==> config.mk <==
export PLATFORM = sky130hd
export DESIGN_NAME = qdac_serial_load
export DESIGN_NICKNAME = d
export VERILOG_FILES = /design/src/pkg/qdac_pkg.sv /design/src/logic/qdac_sync.sv /design/src/logic/qdac_serial_load.sv
export VERILOG_INCLUDE_DIRS = /design/src /design/src/pkg
export SDC_FILE = /design/constraint.sdc
export NUM_CORES = 1
export LEC_CHECK = 0
export BUFFER_PORTS_ARGS = -buffer_cell sky130_fd_sc_hd__buf_2
export CORE_UTILIZATION = 50
export DETAILED_ROUTE_END_ITERATION = 7
export PLACE_DENSITY = 0.79
export SLEW_MARGIN = 10
export SYNTH_ARGS = -nofsm -noshare
export SYNTH_HDL_FRONTEND = slang
export SYNTH_SLANG_ARGS = --single-unit
==> constraint.sdc <==
create_clock -name clk -period 1.25 [get_ports clk]
set_input_delay 0.0625 -clock clk [delete_from_list [all_inputs] [get_ports clk]]
set_output_delay 0.0625 -clock clk [all_outputs]
set_load 0.02 [all_outputs]
==> src/pkg/qdac_consts.svh <==
`ifndef QDAC_CONSTS_SVH
`define QDAC_CONSTS_SVH

// Serial word layout, first bit shifted in ends up in the top bit
`define QDAC_WORD_BITS 16
`define QDAC_CODE_BITS 12
`define QDAC_NUM_CHAN 4
`define QDAC_ADDR_MSB 15
`define QDAC_ADDR_LSB 14
`define QDAC_CODE_MSB 11

// Reset codes
`define QDAC_CODE_ZERO 12'h000
`define QDAC_CODE_MID 12'h800

// Straight binary full-scale divisor
`define QDAC_FULL_SCALE 4096

// Synchroniser idle level for the pin group
`define QDAC_PIN_IDLE 7'h7f

// Combined shift clock idle level
`define QDAC_COMB_IDLE 1'b1

`endif

==> src/pkg/qdac_pkg.sv <==
package qdac_pkg;

    typedef logic [11:0] qdac_code_t;

    typedef enum logic [1:0] {
        QDAC_CH_A = 2'b00,
        QDAC_CH_B = 2'b01,
        QDAC_CH_C = 2'b10,
        QDAC_CH_D = 2'b11
    } qdac_chan_t;

endpackage

==> src/logic/qdac_sync.sv <==
`timescale 1ns/100ps
`default_nettype none

module qdac_sync #(
    parameter int WIDTH = 1,
    parameter logic [WIDTH-1:0] INIT = '0
) (
    // Clock and reset
    input wire logic clk,
    input wire logic resetn,
    // Pins in, synchronised out
    input wire logic [WIDTH-1:0] async_in,
    output logic [WIDTH-1:0] sync_out
);

    logic [WIDTH-1:0] stage1;

    // Two flops before any logic sees a pin
    always_ff @(posedge clk) begin
        if (!resetn) begin
            stage1 <= INIT;
            sync_out <= INIT;
        end else begin
            stage1 <= async_in;
            sync_out <= stage1;
        end
    end

endmodule

`default_nettype wire

==> src/logic/qdac_serial_load.sv <==
// Notes on behaviour
// - Shift clock is chip select OR serial clock
// - Chip select and serial clock are interchangeable
// - Chip select rising with clock low shifts once
// - Load low while shifting writes each passing address
// - Reset pin leaves shift register untouched
// - Input registers load without touching output registers
// - Output load falling edge copies all four channels
// - Output load held low makes outputs transparent
// - Channel codes are unsigned straight binary
// - Word: two address, two unused, twelve code bits
// - Reset pin sets zero or mid-scale code
// - Latched registers keep reset code after release
`timescale 1ns/100ps
`default_nettype none
`include "qdac_consts.svh"

module qdac_serial_load
    import qdac_pkg::*;
#(
    parameter int NCH = `QDAC_NUM_CHAN,
    parameter int CW = `QDAC_CODE_BITS,
    parameter int WW = `QDAC_WORD_BITS
) (
    // System clock and reset
    input wire logic clk,
    input wire logic resetn,
    // Serial pins
    input wire logic chip_sel_n,
    input wire logic serial_clk,
    input wire logic serial_in,
    // Load strobes and reset pins
    input wire logic input_reg_load_n,
    input wire logic output_reg_load_n,
    input wire logic clear_n,
    input wire logic reset_code_select,
    // Converter codes, channel 0 in the low bits
    output logic [NCH*CW-1:0] chan_code,
    // Shift register contents
    output logic [WW-1:0] shift_word
);

    logic [6:0] pins_raw;
    logic [6:0] pins_s;
    logic s_cs_n;
    logic s_sclk;
    logic s_din;
    logic s_load_n;
    logic s_output_reg_load_n_n;
    logic s_clr_n;
    logic s_rsel;
    logic comb_prev;
    logic [NCH*CW-1:0] in_reg;

    wire comb_clk;
    wire shift_edge;
    wire [1:0] addr;
    wire load_in;
    wire load_out;
    wire qdac_code_t rst_code;
    wire [WW-1:0] next_shift;
    wire [NCH*CW-1:0] next_in;
    wire [NCH*CW-1:0] next_out;

    assign pins_raw = {chip_sel_n, serial_clk, serial_in, input_reg_load_n,
                       output_reg_load_n, clear_n, reset_code_select};

    qdac_sync #(
        .WIDTH(7),
        .INIT(`QDAC_PIN_IDLE)
    ) u_sync (
        .clk(clk),
        .resetn(resetn),
        .async_in(pins_raw),
        .sync_out(pins_s)
    );

    assign {s_cs_n, s_sclk, s_din, s_load_n, s_output_reg_load_n_n, s_clr_n, s_rsel} = pins_s;

    // Combined shift clock and its rising edge
    assign comb_clk = s_cs_n | s_sclk;
    assign shift_edge = comb_clk & ~comb_prev;
    assign next_shift = shift_edge ? {shift_word[WW-2:0], s_din} : shift_word;

    // Address in the top two bits, code in the low twelve
    assign addr = shift_word[`QDAC_ADDR_MSB:`QDAC_ADDR_LSB];
    assign load_in = ~s_load_n;
    assign load_out = ~s_output_reg_load_n_n;
    assign rst_code = s_rsel ? `QDAC_CODE_MID : `QDAC_CODE_ZERO;

    genvar g;
    generate
        for (g = 0; g < NCH; g++) begin : g_chan
            wire hit;
            assign hit = load_in && (addr == 2'(g));
            assign next_in[g*CW +: CW] = !s_clr_n ? rst_code :
                hit ? shift_word[`QDAC_CODE_MSB:0] : in_reg[g*CW +: CW];
            assign next_out[g*CW +: CW] = !s_clr_n ? rst_code :
                load_out ? in_reg[g*CW +: CW] : chan_code[g*CW +: CW];
        end
    endgenerate

    // Comb clock idles high so reset release makes no edge
    always_ff @(posedge clk) begin
        if (!resetn) begin
            comb_prev <= `QDAC_COMB_IDLE;
            shift_word <= '0;
        end else begin
            comb_prev <= comb_clk;
            shift_word <= next_shift;
        end
    end

    // Codes leave as unsigned straight binary
    always_ff @(posedge clk) begin
        if (!resetn) begin
            in_reg <= {NCH{`QDAC_CODE_ZERO}};
            chan_code <= {NCH{`QDAC_CODE_ZERO}};
        end else begin
            in_reg <= next_in;
            chan_code <= next_out;
        end
    end
endmodule

`default_nettype wire

==> summary.txt, run 1 <==
Critical path
  • Crit-path cells: buf_2
  • Max stage delay on crit path: 440 ps
  • Buf/Inv on CP: 1
  • CP Capture Type: output pin
  • WS Path Type: flop to output pin
  • CP arrival: 1150 ps
  • Largest delay share family, worst path: flip-flops
  • FF-to-FF setup slack: 60 ps
  • Req. time, crit path: 1190 ps
  • R2R Path Start: shift_word[14]$_SDFFE_PN0P_
  • FF-to-FF End: in_reg[17]$_SDFFE_PN0P_
  • Worst Reg-to-Reg Cells: 3
  • Max FO, Critical Path: 7
  • Max stage delay cell, worst path: dfxtp_2
  • CP startpoint: shift_word[7]$_SDFFE_PN0P_
  • CP Launch Type: flop

Final layout
  • Fin nets: 565
  • Fillers: 632
  • Area growth syn-to-layout: 27.9%
  • N_diodes: 0
  • Share of cells above drive strength 1: 24.3%
  • Commonest non-fill, non-tap cell in the layout: nand2_1
  • Commonest cells after routing, fill and taps aside: nand2_1 (129), dfxtp_1 (112), buf_2 (71)

GRT
  • First-pass GRT wire length: 15.9 mm
  • Number of global-route vias before repair: 3,384
  • GRT Total Usage: 23.5%
  • Pin count of the biggest net entering global routing: 46
  • Initial antenna violation count: 0
  • GR Overflow Total: 0

Logic synthesis
  • Area share of the largest cell type after synthesis: 57.9%
  • Top cell type by total area after synthesis: dfxtp_1
  • Synth Area in Adders: 0%
  • Post-synthesis sequential area ratio: 57.9%
  • Post-synthesis mux area share: 10.9%
  • Mapped Cells: 474
  • Mean Syn Cell Area: 9.27 µm²
  • Synth warn: 0
  • Compound-Gate Fraction of Synth Area: 9.37%
  • #FFs+latches synth: 127
  • Mapped Nets: 483
  • Post-synthesis simple-gate area fraction: 18.4%
  • Largest family of logic cells by synthesized area: simple AND/OR/NAND/NOR gates
  • Top cells by area, synth: dfxtp_1 (58%), nand2_1 (11%), mux2i_1 (11%)
  • Xor/xnor share of the synthesized area: 0%
  • Mapped cell area: 4390 µm²
  • Synth cell types: 24

Die
  • Die Height: 95.7 µm
  • Top Ports: 73
  • Die X: 95.7 µm
  • Die footprint: 9170 µm²
  • Starting Density: 52.7%
  • Cell Rows: 33
  • Core ar.: 8340 µm²

STA
  • Final period util: 96.7%
  • Worst hold slack: 269 ps
  • Max Fclk: 827 MHz
  • Worst Skew: 6.45 ps
  • Worst slew pin tran: 337 ps
  • Unrepaired setup endpoints after global routing: no
  • Slew headroom: 77.6%
  • Max-slew violation count: 0
  • Setup TNS Final: 0 ps
  • Final hold vios: 0
  • Fin crit period: 1210 ps
  • Setup violators final: 0

CTS
  • CTS tree: done
  • Clk_lat worst skew: 510 ps
  • CTS clk-pin slew, worst paths: 60 ps
  • H-tree depth: 4
  • Root Buffer: clkbuf_8
  • Postcts setup bufs: 0
  • Total CTS buffers: 17
  • Clock sink count: 127
  • Clock buffer depth: 2

Routing
  • Initial drt markers: 154
  • Routed wire per std cell: 14.8 µm
  • DR vias: 3,530
  • DR vias/cell: 5.25
  • Final WL: 9.96 mm
  • Number of remaining DRC errors: 0
  • Remaining antenna violation count: 0
  • DRT Pass-1 Iters: 5

Hold path
  • Hold WC Path Type: input pin to flop
  • Hold Path End: u_sync.stage1[0]$_SDFF_PN1_
  • HP Start: reset_code_select
  • WHS Path Cells: 3

Place
  • Hpwl dp: 6.45 mm
  • Placer congestion estimate: 0.757
  • Port-buffer cells: 72

Pwr
  • Worst IR drop on VDD: 0.00138 V
  • Leak Pwr: 2.52 nW
  • Pwr Total: 0.00908 W
  • PwrDens: 1610 nW/µm²

Status
  • Status: finished clean

Run
  • Max_cap viols: 0
==> where the power goes <==
group | internal [W] | total, W | switching, W
sequential | 0.00407 | 0.00409 | 0.0000187
combinational | 0.000116 | 0.000262 | 0.000146
clock | 0.00312 | 0.00473 | 0.00161
==> timing repair <==
item                                   in CTS  in global routing
hold buffers                                8                  0
endpoints found under the hold margin      15                  0
setup endpoints to repair                  13                 19
resized for setup                          13                  9
==> worst register-to-register path: stages (launching register included) <==
cell	delay [ps]
dfxtp_4	400
or3b_4	480
nand2_1	130
a21oi_1	70
==> synth_stat cells, drive strengths merged <==
cell type	n
dfxtp	127
or3	1
o21bai	1
buf	21
nand2	130
and3b	1
o21ba	1
mux2i	48
nand3b	1
o21ai	1
nor2	45
a21boi	16
nor3b	2
nand2b	14
a21oi	48
a31oi	4
or3b	2
nor3	1
clkbuf	10
==> cell type report <==
| class | count | area (µm²) | area share [%] |
|---|---|---|---|
| repair buffers | 94 | 611 | 10.9 |
| clock inverters | 6 | 80.1 | 1.42 |
| clock buffers | 24 | 500 | 8.90 |
| flip-flops and latches | 127 | 2580 | 46.0 |
| well taps | 105 | 131 | 2.34 |
| multi-input cells | 316 | 1720 | 30.5 |
==> how the worst max path moves through the flow <==
stage | endpoint | slack [ps] | cells after the start
after floorplan | in_reg[13]$_SDFFE_PN0P_ | 2 | 5
after detailed placement | in_reg[47]$_SDFFE_PN0P_ | 30 | 3
after global routing | in_reg[17]$_SDFFE_PN0P_ | 7 | 3
after CTS | in_reg[37]$_SDFFE_PN0P_ | 0.8 | 3
after global placement | in_reg[47]$_SDFFE_PN0P_ | 80 | 3
final | shift_word[7] | 40 | 1
==> metrics by stage <==
step | cell area, µm² | cells | util, % | setup slack (ps)
2_1_floorplan | 4430 | 474 | - | 1.89
3_3_place_gp | 4920 | 634 | 59.0 | 78.5
3_5_place_dp | 4920 | 634 | 59.0 | 29.8
4_1_cts | 5600 | 672 | 67.1 | 0.807
5_1_grt | 5620 | 672 | 67.4 | 7.19
6_report | 5620 | 672 | 67.4 | 40.8
==> cell families after synthesis <==
| kind of cell | after synthesis |
|---|---|
| buf+inv | 31 |
| compound gates | 71 |
| mux | 48 |
| flops | 127 |
| simple gates | 197 |
==> metal layers <==
layer / wire [µm] / GRT usage (%)
met1: 4200 / 27.1
met4: 163 / 9.45
met2: 5000 / 40.1
met5: 0 / 0
met3: 600 / 7.74
Note: power is estimated with default switching activity, not from simulation.
==> run 2, diff against run 1 <==
--- a/config.mk
+++ b/config.mk
@@ -7,9 +7,9 @@
 export NUM_CORES = 1
 export LEC_CHECK = 0
 export BUFFER_PORTS_ARGS = -buffer_cell sky130_fd_sc_hd__buf_2
-export CORE_UTILIZATION = 50
+export CORE_UTILIZATION = 45
 export DETAILED_ROUTE_END_ITERATION = 7
-export PLACE_DENSITY = 0.79
+export PLACE_DENSITY = 0.73
 export SLEW_MARGIN = 10
 export SYNTH_ARGS = -nofsm -noshare
 export SYNTH_HDL_FRONTEND = slang
==> run 2 against run 1 <==
  * Sequential power about the same
  * Clock power up 5.7%
  * Final area rose by 2.2%
  * Critical path depth unchanged
  * Clock skew increased by 3.8 ps
  * Combinational power rose by 3%
  * Via count shrank 2.2%
  * Largest power group unchanged
==> summary.txt, run 2 (same netlist as run 1, synthesis figures left out) <==
Pwr
  • Sw Share: 19.8% (+0.21 points)
  • Flop pwr share: 43.7% (-1.3 points)
  • Int Pwr: 0.00750 W (+2.8%)
  • Clock power share: 53.4% (+1.3 points)
  • PwrDens: 1630 nW/µm² (+0.85%)
  • Worst IR drop on VDD: 0.00101 V (-26%)
  • Switch Pwr: 0.00185 W (+4.1%)
  • Combinational fraction of design power: 2.9% (about the same)
  • Leak Pwr: 2.56 nW (+1.3%)

Final layout
  • Fin nets: 570 (+0.88%)
  • Area growth syn-to-layout: 30.7%
  • N_diodes: 0 (unchanged)
  • Fin area: 5740 µm² (+2.2%)
  • Commonest cells after routing, fill and taps aside: nand2_1 (129), dfxtp_1 (112), buf_2 (72)
  • Commonest non-fill, non-tap cell in the layout: nand2_1
  • Final Instance Count excl. Fillers: 703 (+4.6%)
  • Share of cells above drive strength 1: 24.6% (+0.23 points)
  • Post-layout util: 61.6% (-5.8 points)

Critical path
  • WS Path Type: flop to output pin
  • Largest delay share family, worst path: flip-flops
  • Crit-path cells: buf_2
  • CP arrival: 1140 ps (about the same)
  • Max stage delay cell, worst path: dfxtp_2
  • CP Launch Type: flop
  • Buf/Inv on CP: 1 (unchanged)
  • Max stage delay on crit path: 420 ps (-20 ps)
  • CP Capture Type: output pin
  • Req. time, crit path: 1190 ps (about the same)
  • Max FO, Critical Path: 7 (unchanged)

CTS
  • Total CTS buffers: 17 (unchanged)
  • H-tree depth: 4 (unchanged)
  • Root Buffer: clkbuf_8
  • CTS tree: done
  • CTS clk-pin slew, worst paths: 60 ps (about the same)
  • Clk_lat worst skew: 520 ps (about the same)
  • Clock sink count: 127 (unchanged)
  • Clock buffer depth: 2 (unchanged)
  • Postcts setup bufs: 0 (unchanged)

Place
  • Hpwl dp: 6.34 mm (-1.7%)
  • Port-buffer cells: 72 (unchanged)
  • Dpl cells: 659 (+3.9%)
  • Pre-CTS WS: 44.5 ps (+14.7 ps)
  • Placed instance area: 4960 µm² (+0.76%)
  • Placer congestion estimate: 0.746 (-1.5%)

Die
  • Die footprint: 10,200 µm² (+11%)
  • Starting Density: 47.1% (-5.6 points)
  • Cell Rows: 35 (+6.1%)
  • Die X: 101 µm (+5.3%)
  • Top Ports: 73 (unchanged)
  • Core ar.: 9330 µm² (+12%)
  • Die Height: 101 µm (+5.3%)

Routing
  • Initial drt markers: 188 (+22%)
  • DRT Pass-1 Iters: 5 (unchanged)
  • Remaining antenna violation count: 0 (unchanged)
  • Routed wire per std cell: 13.8 µm (-6.9%)
  • Number of remaining DRC errors: 0 (unchanged)
  • DR vias: 3,451 (-2.2%)
  • DR vias/cell: 4.91 (-6.5%)
  • Final WL: 9.70 mm (-2.6%)

STA
  • Final setup margin: 51.3 ps (+10.5 ps)
  • Setup violators final: 0 (unchanged)
  • Fin crit period: 1200 ps (-10.5 ps)
  • Slew headroom: 77.6% (about the same)
  • Worst Skew: 10.2 ps (+3.76 ps)
  • Worst hold slack: 255 ps (-14.2 ps)
  • Unrepaired setup endpoints after global routing: yes
  • Final hold vios: 0 (unchanged)
  • Final period util: 95.9% (-0.84 points)
  • Worst slew pin tran: 337 ps (+0.0374 ps)
  • Max-slew violation count: 0 (unchanged)
  • Max Fclk: 834 MHz (+0.88%)

GRT
  • GRT Total Usage: 20.9% (-2.5 points)
  • Number of global-route vias before repair: 3,196 (-5.6%)
  • Initial antenna violation count: 0 (unchanged)
  • Pin count of the biggest net entering global routing: 47 (+2.2%)
  • GR Overflow Total: 0 (unchanged)
  • First-pass GRT wire length: 15.9 mm (about the same)

Run
  • Max_cap viols: 0 (unchanged)

Status
  • Status: finished clean

Hold path
  • Hold WC Path Type: input pin to flop
-- run 2: power by group through the flow --
stage / Combinational [W] / Sequential, W / Clock (W)
final: 0.000271 / 0.00408 / 0.00500
after global routing: 0.000294 / 0.00409 / 0.00523
after CTS: 0.000272 / 0.00410 / 0.00505
after detailed placement: 0.000242 / 0.00419 / 0
after global placement: 0.000239 / 0.00419 / 0
after floorplan: 0.000162 / 0.00419 / 0
-- run 2: worst paths after layout --
check                                   start                            end  slack, ps  cells after the start
setup / recovery   shift_word[3]$_SDFFE_PN0P_                  shift_word[3]         50                      1
hold / removal                        clear_n    u_sync.stage1[1]$_SDFF_PN1_        250                      3
setup reg to reg  shift_word[15]$_SDFFE_PN0P_        in_reg[32]$_SDFFE_PN0P_         60                      3
hold reg to reg   u_sync.stage1[6]$_SDFF_PN1_  u_sync.sync_out[6]$_SDFF_PN1_        400                      1
-- run 2: per-stage QoR --
stage / power (W) / setup TNS, ps
2_1_floorplan: 0.00435 / 0
3_3_place_gp: 0.00443 / 0
3_5_place_dp: 0.00443 / 0
4_1_cts: 0.00942 / 0
5_1_grt: 0.00961 / -10.6
6_report: 0.00935 / 0
-- run 2: timing repair --
action	4_1_cts	5_1_grt
endpoints found under the setup margin	11	22
endpoints found under the hold margin	12	0
hold buffers	12	0
resized for setup	15	9
-- run 2: layer usage --
metal  global-route usage [%]  routed length [µm]  vias to the layer above
met1                     26.4                4250                     1612
met5                        0                   0                        -
met3                     6.17                 599                        9
li1                         -                   -                     1736
met2                     34.1                4760                       94
met4                     7.36                  91                        0
-- run 2: final cells by class --
| cell class | instances | area, µm² |
|---|---|---|
| clock buffers | 23 | 488 |
| flip-flops and latches | 127 | 2590 |
| fillers | 755 | 3580 |
| clock inverters | 9 | 128 |
| well taps | 129 | 161 |
| multi-input cells | 316 | 1720 |
| repair buffers | 99 | 659 |
